==> config.mk <==
export PLATFORM = sky130hd
export DESIGN_NAME = iod_core
export DESIGN_NICKNAME = d
export VERILOG_FILES = /design/src/iod_pkg.sv /design/src/iod_field_dec.sv /design/src/iod_core.sv
export SDC_FILE = /design/constraint.sdc
export NUM_CORES = 1
export LEC_CHECK = 0
export BUFFER_PORTS_ARGS = -buffer_cell sky130_fd_sc_hd__buf_2
export CORE_MARGIN = 1
export CORE_UTILIZATION = 55
export DETAILED_ROUTE_END_ITERATION = 16
export HOLD_SLACK_MARGIN = 0.12
export MAX_ROUTING_LAYER = met4
export PLACE_DENSITY = 0.9
export SYNTH_ARGS = -nofsm -noshare
export SYNTH_HDL_FRONTEND = slang
export SYNTH_SLANG_ARGS = --single-unit
==> constraint.sdc <==
create_clock -name clk -period 4.9 [get_ports clk]
set_clock_uncertainty 0.1 [all_clocks]
set_input_delay 0.49 -clock clk [delete_from_list [all_inputs] [get_ports clk]]
set_output_delay 0.49 -clock clk [all_outputs]
set_load 0.02 [all_outputs]
==> src/iod_pkg.sv <==
/*
 Constants for the instruction and operand decoder: opcode encodings,
 addressing-mode codes, register ranges, flag positions and shift limits.
 Assumes nothing of its surroundings; imported by the decoder modules.
*/
package iod_pkg;

   typedef enum logic [1:0] {
      IOD_MODE_DIRECT = 2'b00,
      IOD_MODE_IMMED  = 2'b01,
      IOD_MODE_INDIR  = 2'b10,
      IOD_MODE_INDEX  = 2'b11
   } iod_mode_e;

   typedef enum logic [2:0] {
      IOD_ST_IDLE  = 3'b000,
      IOD_ST_SRC   = 3'b001,
      IOD_ST_DST   = 3'b010,
      IOD_ST_EXEC  = 3'b011,
      IOD_ST_WRITE = 3'b100
   } iod_state_e;

   // Opcode byte 011001aa: the upper six bits identify the word add.
   localparam logic [5:0] IOD_OP_ADD2W      = 6'h19;
   localparam int         IOD_MODE_LSB      = 0;
   localparam int         IOD_MODE_W        = 2;
   // Group of opcodes that carry the mode field: 01xxxxaa and 10xxxxaa.
   localparam logic [1:0] IOD_GRP_ALU2      = 2'h1;
   localparam logic [1:0] IOD_GRP_ALU3      = 2'h2;
   localparam int         IOD_BITNO_LSB     = 0;
   localparam int         IOD_BITNO_W       = 3;

   localparam logic [7:0] IOD_SPF_FIRST     = 8'h10;
   localparam logic [7:0] IOD_SPF_LAST      = 8'h17;
   localparam logic [7:0] IOD_INDSH_FIRST   = 8'h18;
   localparam logic [7:0] IOD_INDSH_LAST    = 8'hFF;
   localparam int         IOD_SHCNT_W       = 5;
   localparam logic [4:0] IOD_SHCNT_MAX     = 5'h1F;

   // Flag vector positions.
   localparam int         IOD_F_Z           = 0;
   localparam int         IOD_F_N           = 1;
   localparam int         IOD_F_C           = 2;
   localparam int         IOD_F_V           = 3;
   localparam int         IOD_F_STKOVF      = 4;
   localparam int         IOD_F_STKSH       = 5;
   localparam int         IOD_FLAGS_W       = 6;
   localparam logic [5:0] IOD_FLAGS_RST     = 6'h00;
   localparam logic [15:0] IOD_PC_RST       = 16'h2080;

   // Byte lengths of the two-operand word add per addressing mode.
   localparam logic [15:0] IOD_LEN_DIRECT   = 16'h0003;
   localparam logic [15:0] IOD_LEN_IMMED    = 16'h0004;
   localparam logic [15:0] IOD_LEN_INDIR    = 16'h0003;
   localparam logic [15:0] IOD_LEN_INDEX    = 16'h0004;

endpackage

==> src/iod_field_dec.sv <==
/*
 Combinational field decoder for one opcode byte: mode field, bit number,
 shift-count source class and the truncated count.
 Assumes the opcode and count register number come from the same clock.
*/
`timescale 1ns/1ps
module iod_field_dec
   import iod_pkg::*;
(
   input  wire logic [7:0]  opcode,
   input  wire logic [7:0]  cnt_src,
   input  wire logic [7:0]  cnt_val,
   output wire logic        has_mode,
   output wire iod_mode_e   addr_mode_field,
   output wire logic [7:0]  bit_sel,
   output wire logic        cnt_indirect,
   output wire logic        cnt_illegal,
   output wire logic [4:0]  shift_cnt
);

   wire logic [1:0] grp;

   assign grp             = opcode[7:6];
   assign has_mode        = (grp == IOD_GRP_ALU2)
                          || (grp == IOD_GRP_ALU3);
   assign addr_mode_field = has_mode
                          ? iod_mode_e'(opcode[IOD_MODE_LSB +: IOD_MODE_W])
                          : IOD_MODE_DIRECT;
   assign bit_sel         = 8'h01
                          << opcode[IOD_BITNO_LSB +: IOD_BITNO_W];
   assign cnt_indirect    = cnt_src >= IOD_INDSH_FIRST;
   assign cnt_illegal     = (cnt_src >= IOD_SPF_FIRST)
                          && (cnt_src <= IOD_SPF_LAST);
   // A direct count under 16 is the register number itself.
   assign shift_cnt       = cnt_indirect ? cnt_val[IOD_SHCNT_W-1:0]
                          : cnt_src[IOD_SHCNT_W-1:0];

endmodule

==> src/iod_core.sv <==
/*
 Operand decode and two-operand word add sequencer with flag update and
 program-counter advance.
 Assumes program bytes arrive one per fetch strobe on the core clock and
 that the register file answers a read in the same cycle it is addressed.
*/
// How it works
// - After a word add the counter moves on by its byte length; other opcodes leave it.
// - Mode field 00, 01, 10, 11 mean direct, immediate, indirect, indexed.
// - Only opcodes with a mode choice carry the mode field.
// - A three-bit bit number picks one of eight bits in a byte.
// - Byte, word and long registers all live in the register file.
// - A flag the instruction leaves alone keeps its old value.
// - A sticky flag may be set but never cleared by the instruction.
// - A clear-only flag may be cleared but never set.
// - An undefined flag may hold any value afterwards.
// - Indirect shift counts come from registers 24 to 255.
// - Shift counts keep only their low five bits.
// - Word add writes dest plus source, sets Z, N, C, V, sticky overflow.
// - Word add is 011001aa, then source operand, then destination byte.
`timescale 1ns/1ps
module iod_core
   import iod_pkg::*;
(
   input  wire logic        clk,
   input  wire logic        rst_b,
   input  wire logic        fetch_valid,
   input  wire logic [7:0]  fetch_byte,
   input  wire logic [15:0] src_operand,
   input  wire logic [15:0] rf_rdata,
   input  wire logic [7:0]  cnt_src,
   input  wire logic [7:0]  cnt_val,
   output logic [15:0]      pc_reg,
   output logic [5:0]       flags_reg,
   output logic [7:0]       rf_addr_reg,
   output logic [15:0]      rf_wdata_reg,
   output logic             rf_we_reg,
   output logic [1:0]       mode_reg,
   output logic             busy_reg,
   output logic [7:0]       bit_sel_reg,
   output logic [4:0]       shift_cnt_reg,
   output logic             cnt_indirect_reg,
   output logic             cnt_illegal_reg,
   output logic             unknown_op_reg
);

   iod_state_e    state_reg;
   iod_state_e    state_next;
   logic [15:0]   dst_val_reg;
   logic [15:0]   src_val_reg;
   logic [15:0]   len_reg;

   wire logic       has_mode;
   wire iod_mode_e  mode_dec;
   wire logic [7:0] bit_sel;
   wire logic       cnt_ind;
   wire logic       cnt_ill;
   wire logic [4:0] shift_cnt;
   wire logic       is_add;
   wire logic [16:0] sum;
   wire logic        ovf;
   wire logic [5:0]  flags_next;
   wire logic [15:0] len_dec;

   iod_field_dec u_dec (
      .opcode          (fetch_byte),
      .cnt_src         (cnt_src),
      .cnt_val         (cnt_val),
      .has_mode        (has_mode),
      .addr_mode_field (mode_dec),
      .bit_sel         (bit_sel),
      .cnt_indirect    (cnt_ind),
      .cnt_illegal     (cnt_ill),
      .shift_cnt       (shift_cnt)
   );

   function automatic logic [15:0] add_len(input iod_mode_e m);
      case (m)
         IOD_MODE_DIRECT: add_len = IOD_LEN_DIRECT;
         IOD_MODE_IMMED:  add_len = IOD_LEN_IMMED;
         IOD_MODE_INDIR:  add_len = IOD_LEN_INDIR;
         default:         add_len = IOD_LEN_INDEX;
      endcase
   endfunction

   assign is_add  = has_mode && (fetch_byte[7:2] == IOD_OP_ADD2W);
   assign len_dec = add_len(mode_dec);
   assign sum     = {1'b0, dst_val_reg} + {1'b0, src_val_reg};
   assign ovf     = (dst_val_reg[15] == src_val_reg[15])
                  && (sum[15] != dst_val_reg[15]);
   // Sticky overflow only ORs in, shift sticky bit passes through.
   // No flag of the word add is clear-only or left undefined.
   assign flags_next[IOD_F_Z]  = (sum[15:0] == 16'h0000);
   assign flags_next[IOD_F_N]  = sum[15];
   assign flags_next[IOD_F_C]  = sum[16];
   assign flags_next[IOD_F_V]  = ovf;
   assign flags_next[IOD_F_STKOVF] = flags_reg[IOD_F_STKOVF] | ovf;
   assign flags_next[IOD_F_STKSH]  = flags_reg[IOD_F_STKSH];

   always_comb begin
      state_next = state_reg;
      case (state_reg)
         IOD_ST_IDLE:  if (fetch_valid && is_add) state_next = IOD_ST_SRC;
         IOD_ST_SRC:   if (fetch_valid) state_next = IOD_ST_DST;
         IOD_ST_DST:   if (fetch_valid) state_next = IOD_ST_EXEC;
         IOD_ST_EXEC:  state_next = IOD_ST_WRITE;
         IOD_ST_WRITE: state_next = IOD_ST_IDLE;
         default:      state_next = IOD_ST_IDLE;
      endcase
   end

   always_ff @(posedge clk or negedge rst_b) begin
      if (!rst_b) begin
         state_reg <= IOD_ST_IDLE;
      end else begin
         state_reg <= state_next;
      end
   end

   // The source value arrives resolved by the operand fetch unit, so one
   // byte slot stands for it regardless of the extra mode bytes.
   always_ff @(posedge clk or negedge rst_b) begin
      if (!rst_b) begin
         mode_reg       <= IOD_MODE_DIRECT;
         len_reg        <= 16'h0000;
         src_val_reg    <= 16'h0000;
         dst_val_reg    <= 16'h0000;
         rf_addr_reg    <= 8'h00;
         unknown_op_reg <= 1'b0;
      end else begin
         if (state_reg == IOD_ST_IDLE && fetch_valid) begin
            mode_reg       <= mode_dec;
            len_reg        <= len_dec;
            unknown_op_reg <= !is_add;
         end
         if (state_reg == IOD_ST_SRC && fetch_valid) begin
            src_val_reg <= src_operand;
         end
         if (state_reg == IOD_ST_DST && fetch_valid) begin
            rf_addr_reg <= fetch_byte;
         end
         if (state_reg == IOD_ST_EXEC) begin
            dst_val_reg <= rf_rdata;
         end
      end
   end

   always_ff @(posedge clk or negedge rst_b) begin
      if (!rst_b) begin
         pc_reg       <= IOD_PC_RST;
         flags_reg    <= IOD_FLAGS_RST;
         rf_wdata_reg <= 16'h0000;
         rf_we_reg    <= 1'b0;
      end else begin
         rf_we_reg <= (state_reg == IOD_ST_WRITE);
         if (state_reg == IOD_ST_WRITE) begin
            rf_wdata_reg <= sum[15:0];
            flags_reg    <= flags_next;
            pc_reg       <= pc_reg + len_reg;
         end
      end
   end

   always_ff @(posedge clk or negedge rst_b) begin
      if (!rst_b) begin
         busy_reg         <= 1'b0;
         bit_sel_reg      <= 8'h00;
         shift_cnt_reg    <= 5'h00;
         cnt_indirect_reg <= 1'b0;
         cnt_illegal_reg  <= 1'b0;
      end else begin
         busy_reg         <= (state_next != IOD_ST_IDLE);
         bit_sel_reg      <= bit_sel;
         shift_cnt_reg    <= shift_cnt;
         cnt_indirect_reg <= cnt_ind;
         cnt_illegal_reg  <= cnt_ill;
      end
   end

endmodule

==> run summary, run 1 <==
Setup repair after global routing left no endpoint under its margin. Subtracting the final worst setup slack from the clock period gives 3.04 ns. The tools report the sequential cell area fraction in the yosys report as 0.527. Before CTS, the worst setup slack after placement is 1.85 ns.

The startpoint of the lowest-slack register-to-register path was state_reg[0]$_DFF_PN0_. The tools report the nature of the critical path startpoint as a flip-flop. The area growth from synthesis to layout is 18.5%. In this design, the critical path's most frequently occurring cell is sky130_fd_sc_hd__nor2_1. Counting every sink on the clock net gives 100. The overall global routing resource usage was 0.243; the leakage power figure was 2.84 nW. The number of hold-slack violations in the final timing report is 0, and the wire length of the first global-routing pass is 16400 um. The largest single stage delay on the critical path is 0.68 ns. Entering global routing, the biggest net connects 70 pins. The run gives 0.573 as the effective utilization at floorplan. After synthesis, the cell types taking the most area are sky130_fd_sc_hd__dfrtp_1, sky130_fd_sc_hd__mux2_2, sky130_fd_sc_hd__ha_1. Clock tree synthesis inserted a total of 9 buffers. The clock transition time at the flip-flop clock pins of the worst setup and hold paths was 0.11 ns. The number of pins exceeding their max-slew limit in the final report came out at 0.

Number of antenna violations at the first check in global routing: 0. The tightest hold margin is 0.231 ns, and the share of the synthesized area in the top cell type is 0.516. The floorplan has 33 rows. Yosys instantiated no cell more often than sky130_fd_sc_hd__dfrtp_1. In this run the tool buffered the top-level ports with 120 buffer cells. The startpoint identified for the worst hold timing path is cnt_val[3]. For hold timing, the worst endpoint is shift_cnt_reg[3]$_DFF_PN0_.

Antenna cell count: 0. Walking the worst path, the cells encountered are nor2_1, nand2_1, inv_1, o211ai_1, or2_2, nor2_1, nand4_1, xnor2_1. The logs give 0.309 for the relative slew slack and 0.830 for the global placement routability congestion. The total congestion overflow was 0; the mean number of vias per cell was 5.55.

Counting flops and latches in the post-synthesis netlist gives 100. In the synthesized netlist, the cells that appear most often are sky130_fd_sc_hd__dfrtp_1, sky130_fd_sc_hd__nand2_1, sky130_fd_sc_hd__mux2_2, sky130_fd_sc_hd__nor2_1, sky130_fd_sc_hd__ha_1. Synthesis produced a netlist with a net count of 507. The transition at the pin with the smallest max-transition slack works out to 1.02 ns.

After legalization and detailed placement, the total HPWL measured 7570 um. For the total standard cell area after synthesis, the log shows 0.00475 mm2. The sequential cells in the finished layout cover a total of 0.00250 mm2. At the worst endpoint, the arrival time is 3.21 ns.

The element type at the critical path end is a flip-flop. CTS root buffer: sky130_fd_sc_hd__clkbuf_8. At the later pin of the worst-skew pair, clock insertion delay measures 0.37 ns. The via count of the first global-routing pass is 3519, and the core area is 0.00830 mm2. The detail route stage leaves a number of antenna-violating nets equal to 0. The run finished with clean final reports. Routed wire length per instance: 15.2 um. The slack of the critical path is 1.86 ns.

Count of max-cap constraint violations: 0. The tools report the number of inserted filler cells in the final layout as 636. TritonCTS built the clock tree. The period utilization works out to 0.620. On the critical path, the stage with the largest delay is an instance of sky130_fd_sc_hd__inv_1. In the final timing run, aggregate negative setup slack is 0 ns. In this run the worst hold path is classified as input port to flip-flop. The tools report the end of the worst register-to-register path as pc_reg[14]$_DFFE_PN0P_.

Of all cell types, the one taking the most synthesized area is sky130_fd_sc_hd__dfrtp_1. The run gives 0.00902 mm2 as the die outline area. The synthesized instance count was 426; the data required time of the worst path was 5.07 ns. For the number of distinct library cells after synthesis, the log shows 49. In this run the worst path has a maximum fanout of 28.

The most used flip-flop cell after synthesis is sky130_fd_sc_hd__dfrtp_1. For flop-to-flop paths, the worst setup slack is 1.86 ns. IR analysis of the VDD net gives a maximum drop of 282 uV.

For the highest clock frequency the design can meet, the log shows 329 MHz. The number of cells traversed by the worst hold path was 3. In the routed design, unresolved DRC markers number 0.

The number of cells on the worst reg-to-reg path is 8. Worst setup path category: flip-flop to flip-flop. The number of warnings issued by yosys is 0. Sum of routed wire length over all layers: 9980 um.

The width of the chip was 95.0 um. The post-synthesis area per instance is 11.2 um2, and the proportion of register bits with asynchronous set or reset after synthesis is 1.00. No sink is reached through more buffers than the 2 on the longest clock path. In the final layout, the multi-input gates occupy 0.00213 mm2.

Number of design-rule violations left by the first detailed-router iteration: 172. The number of enable-type register cells in the synthesized netlist is 0, and the setup-violating endpoint count in the final report is 0. The number of placed I/O pins is 125. The count of H-tree levels built during CTS is 3. The number of detailed-route iterations in the first pass was 4; the number of nets in the layout was 626. The die is 95.0 um tall. The proportion of layout cells with a drive suffix above 1 is 0.351, and the total via count after detailed routing is 3638. In this run the power density over the cells is 668 mW/mm2.
## layout make-up
class	count	share of cell area
Timing Repair Buffer	123	0.112
Sequential cell	100	0.445
Clock inverter	7	0.0118
Inverter	13	0.00866
Tap cell	105	0.0233
Multi-Input combinational cell	298	0.378
Clock buffer	9	0.0220
## worst max-delay path: cells and delay by family (launching register included)
kind,cells,cell delay [ns]
AND/OR/NAND/NOR,5,1.30
XOR/XNOR,1,0.15
buffers and inverters,1,0.68
flip-flops,1,0.45
AO/OA/AOI/OAI,1,0.27
## per-stage QoR
| stage | instances | utilization | total power [W] | instance area [um2] |
|---|---|---|---|---|
| after detailed placement | 638 | 0.655 | 0.00326 | 5430 |
| final | 655 | 0.679 | 0.00376 | 5630 |
| after global placement | 638 | 0.655 | 0.00316 | 5430 |
| after global routing | 655 | 0.679 | 0.00407 | 5630 |
| after CTS | 655 | 0.679 | 0.00378 | 5630 |
| after floorplan | 426 | - | 0.00272 | 4750 |
## cells in the final DEF (no fill, tap or decap), types with 10 or more instances in the layout
cell	Yosys	routed
sky130_fd_sc_hd__xnor2_1	11	11
sky130_fd_sc_hd__dfrtp_1	98	98
sky130_fd_sc_hd__buf_2	2	119
sky130_fd_sc_hd__xor2_1	11	11
sky130_fd_sc_hd__nand3_1	10	10
sky130_fd_sc_hd__a21oi_1	14	14
sky130_fd_sc_hd__mux2_2	46	46
sky130_fd_sc_hd__o21ai_0	15	15
sky130_fd_sc_hd__nand2_1	47	47
sky130_fd_sc_hd__inv_1	13	13
sky130_fd_sc_hd__nor2_1	35	35
sky130_fd_sc_hd__ha_1	20	20
## kinds of logic (layout without fill, tap and decap cells)
family / Yosys count / in the layout / share of synthesized area
AND/OR/NAND/NOR: 148 / 148 / 0.155
flip-flops: 100 / 100 / 0.527
AO/OA/AOI/OAI: 59 / 59 / 0.0813
multiplexers: 46 / 46 / 0.109
buffers and inverters: 28 / 152 / 0.0250
adder cells (fa/ha/maj): 22 / 22 / 0.0611
XOR/XNOR: 22 / 22 / 0.0405
other: 1 / 1 / 0.000789
## worst max-delay path by stage
stage	from	to	slack [ns]	cells after the start
floorplan	dst_val_reg[0]$_DFFE_PN0N_	flags_reg[0]$_DFFE_PN0P_	2.22	9
global placement	state_reg[0]$_DFF_PN0_	flags_reg[0]$_DFFE_PN0P_	1.92	8
detailed placement	state_reg[0]$_DFF_PN0_	pc_reg[14]$_DFFE_PN0P_	1.85	8
CTS	state_reg[0]$_DFF_PN0_	pc_reg[14]$_DFFE_PN0P_	1.83	8
global route	state_reg[0]$_DFF_PN0_	flags_reg[0]$_DFFE_PN0P_	1.57	8
finish	state_reg[0]$_DFF_PN0_	pc_reg[14]$_DFFE_PN0P_	1.86	8
## layer usage
| layer | wire (um) | track usage | vias up |
|---|---|---|---|
| li1 | - | - | 1732 |
| met1 | 4510 | 0.320 | 1786 |
| met2 | 4820 | 0.374 | 99 |
| met3 | 400 | 0.0403 | 21 |
| met4 | 252 | 0.0972 | 0 |
| met5 | 0 | - | - |
## repair_timing
action | CTS | global route
hold endpoints to repair | 31 | 0
buffers inserted | 0 | 0
resized for setup | 0 | 0
hold buffers | 1 | 0
## report_power, final
group          total, W  internal, W  switching [W]
Sequential      0.00129      0.00111       0.000183
Combinational   0.00197     0.000822        0.00115
Clock          0.000504     0.000197       0.000307
Power figures use the tool's default switching activity.
==> inputs of run 2 (changes only) <==
CORE_UTILIZATION = 48   (was 55)
PLACE_DENSITY = 0.84   (was 0.9)
clock period = 2.6 ns   (was 4.9 ns; I/O delays follow)
==> run 2 against run 1 <==
Effect of this change: the flow now finishes with violations (setup timing); non-clock buffer count up 78; critical path type unchanged; largest power group unchanged; count of clock-buffer cells in the layout up 1; highest routed layer unchanged; final cell count increased by 16%; first-iteration DRC count increased by 13%; power up 110%; setup slack got worse by 1.9 ns.
==> run summary, run 2 (synthesis gave the netlist of run 1 again) <==
Setup repair after global routing could not meet its margin everywhere. The instance count on the critical path was 9 (was 8); the number of clock sinks seen by CTS was 100 (unchanged). The tools report the placed wire-length estimate as 7920 um (was 7570 um). Worst path cell trace: ha_2, fa_2, a21o_1, a221oi_4, xnor2_2, or4_4, nor4_2, nand4_1, nand2_1 (was nor2_1, nand2_1, inv_1, o211ai_1, or2_2, nor2_1, nand4_1, xnor2_1). The power density over the cells is 1220 mW/mm2 (was 668 mW/mm2), and the core area is 0.00942 mm2 (was 0.00830 mm2). The setup-violating endpoint count in the final report came out at 1 (was 0).

The number of placed I/O pins is 125 (unchanged), and the minimum period implied by the final worst setup slack is 2.63 ns (was 3.04 ns). The logs give 35 (was 33) for the row count and 0 (unchanged) for the number of hold-slack violations in the final timing report. The non-filler instance count after layout is 757 (was 655). The nature of the critical path startpoint is a flip-flop (unchanged).

The number of nets in the layout came out at 704 (was 626). The tools report the beginning of the worst hold path as cnt_src[6] (was cnt_val[3]). For the arrival time reported for the critical path endpoint, the log shows 2.83 ns (was 3.21 ns). The DRC violations left is 0 (unchanged), and the count of H-tree levels built during CTS is 3 (unchanged).

The tools report the maximum buffer depth of the clock tree as 2 (unchanged). The number of buffers created by CTS was 9 (unchanged). The tools report the leakage power figure as 3.19 nW (was 2.84 nW).

For the die outline area, the log shows 0.0103 mm2 (was 0.00902 mm2). The number of detailed-route iterations in the first pass was 4 (unchanged); the routed wire length per instance was 15.4 um (was 15.2 um). The run gives 0.243 (about the same) as the overall global routing resource usage.

The flow ran to the end, but the final reports show violations. The final antenna-violating net count is 0 (unchanged). Cell type of the slowest stage on the worst timing path: sky130_fd_sc_hd__or4_4 (was sky130_fd_sc_hd__inv_1). Layout overhead on the synthesized area: 36.1% (was 18.5%). The CTS root buffer was sky130_fd_sc_hd__clkbuf_8 (unchanged). The width of the chip is 102 um (was 95.0 um). The data required time of the worst path came out at 2.80 ns (was 5.07 ns). The final reports fail on setup timing. The slack of the critical path is -0.0284 ns (was 1.86 ns), and the wire length of the first global-routing pass is 18700 um (was 16400 um). For the number of antenna violations at the first check in global routing, the log shows 0 (unchanged).

Family with the most delay on the worst path: simple AND/OR/NAND/NOR gates (unchanged). The period utilization was 1.01 (was 0.620). Most frequent cells in the layout: sky130_fd_sc_hd__buf_2, sky130_fd_sc_hd__dfrtp_1, sky130_fd_sc_hd__dlygate4sd3_1 (was sky130_fd_sc_hd__buf_2, sky130_fd_sc_hd__dfrtp_1, sky130_fd_sc_hd__nand2_1). The logs give 11600 um (was 9980 um) for the sum of routed wire length over all layers and 0.854 (was 0.830) for the global placement routability congestion.

The path class of the lowest-slack min-delay path is input port to flip-flop (unchanged). The number of cells traversed by the worst hold path was 4 (was 3). The count of max-cap constraint violations is 0 (unchanged), and the post-place instance area is 0.00559 mm2 (was 0.00543 mm2).

The most frequent standard cell in the layout excluding fill and tap cells is sky130_fd_sc_hd__buf_2 (unchanged). The relative slew slack is 0.612 (was 0.309), and the clock transition time at the flip-flop clock pins of the worst setup and hold paths is 0.10 ns (was 0.11 ns). The maximum vdd ir drop was 650 uV (was 282 uV). The number of inserted filler cells in the final layout is 718 (was 636). The mean number of vias per cell came out at 5.19 (was 5.55). The number of design-rule violations left by the first detailed-router iteration was 194 (was 172); the tightest hold margin was 0.206 ns (was 0.231 ns).

The critical path startpoint was dst_val_reg[0]$_DFFE_PN0N_ (was state_reg[0]$_DFF_PN0_). The startpoint of the lowest-slack register-to-register path was dst_val_reg[0]$_DFFE_PN0N_ (was state_reg[0]$_DFF_PN0_). The worst setup path category is flip-flop to flip-flop (unchanged). The insertion delay to the later sink of the worst-skew pair was 0.36 ns (was 0.37 ns); the buffer and inverter count on the worst path was 0 (was 1). TritonCTS built the clock tree. The total via count after detailed routing is 3929 (was 3638), and the transition at the pin with the smallest max-transition slack is 0.582 ns (was 1.02 ns). The final non-filler cell area is 0.00647 mm2 (was 0.00563 mm2), and the placed cell count is 677 (was 638). The largest net degree at the start of global routing was 56 (was 70). The count of port buffers added during placement was 120 (unchanged); the antenna cell count was 0 (unchanged).

The via count of the first global-routing pass was 3966 (was 3519); the path depth of the worst reg2reg path was 9 (was 8). Worst-path maximum fanout: 3 (was 28). Largest incremental delay on the critical path: 0.52 ns (was 0.68 ns). The tools report the element type at the critical path end as a flip-flop (unchanged). The die extent in y was 102 um (was 95.0 um); the number of pins exceeding their max-slew limit in the final report was 0 (unchanged).

For the effective utilization at floorplan, the log shows 0.505 (was 0.573). The proportion of layout cells with a drive suffix above 1 is 0.357 (was 0.351), and the highest clock frequency the design can meet is 380 MHz (was 329 MHz). The tools report the total congestion overflow as 0 (unchanged).
==> run 2: layout make-up <==
class                   instances  area, um2  share of cell area
flip-flops and latches        100       2500               0.387
repair buffers                201       1370               0.212
multi-input cells             298       2200               0.340
clock inverters                 6       58.8             0.00909
inverters                      13       48.8             0.00754
clock buffers                  10        128              0.0197
well taps                     129        161              0.0250
==> run 2: worst min-delay path: stages <==
cell                      delay, ns
sky130_fd_sc_hd__buf_2         0.07
sky130_fd_sc_hd__or3_1         0.13
sky130_fd_sc_hd__a21oi_1       0.11
sky130_fd_sc_hd__inv_1         0.07
==> run 2: final timing paths <==
kind                                              end  slack (ns)
max                          flags_reg[0]$_DFFE_PN0P_       -0.03
min                        cnt_indirect_reg$_DFF_PN0_        0.21
max reg2reg                  flags_reg[0]$_DFFE_PN0P_       -0.03
min reg2reg                    pc_reg[15]$_DFFE_PN0P_        0.37
max in group asynchronous  src_val_reg[1]$_DFFE_PN0P_        1.36
min in group asynchronous  dst_val_reg[9]$_DFFE_PN0N_        0.33
==> run 2: stage by stage <==
step	util	setup slack [ns]	TNS [ns]	power, W
after floorplan	-	0.0459	0	0.00513
after global placement	0.594	-0.0754	-0.0754	0.00631
after detailed placement	0.594	-0.161	-0.161	0.00641
after CTS	0.682	-0.0419	-0.0797	0.00770
after global routing	0.687	-0.149	-0.159	0.00849
final	0.687	-0.0284	-0.0284	0.00790
==> run 2: routing by layer <==
| layer | track usage | share of wire |
|---|---|---|
| met5 | - | 0 |
| met4 | 0.0959 | 0.020 |
| met3 | 0.0311 | 0.034 |
| met2 | 0.385 | 0.50 |
| met1 | 0.320 | 0.45 |
==> run 2: what timing repair did <==
item | in CTS | in global routing
hold endpoints to repair | 95 | 0
pin swaps | 6 | 9
hold buffers | 58 | 0
gates resized for setup | 4 | 9
setup endpoints to repair | 1 | 6
setup buffers | 6 | 2
==> run 2: power breakdown <==
| group | internal [W] | switching [W] | leakage (nW) |
|---|---|---|---|
| Combinational | 0.00208 | 0.00243 | 1.86 |
| Clock | 0.000367 | 0.000566 | 0.0902 |
| Sequential | 0.00209 | 0.000367 | 1.24 |
| Total | 0.00453 | 0.00336 | 3.19 |
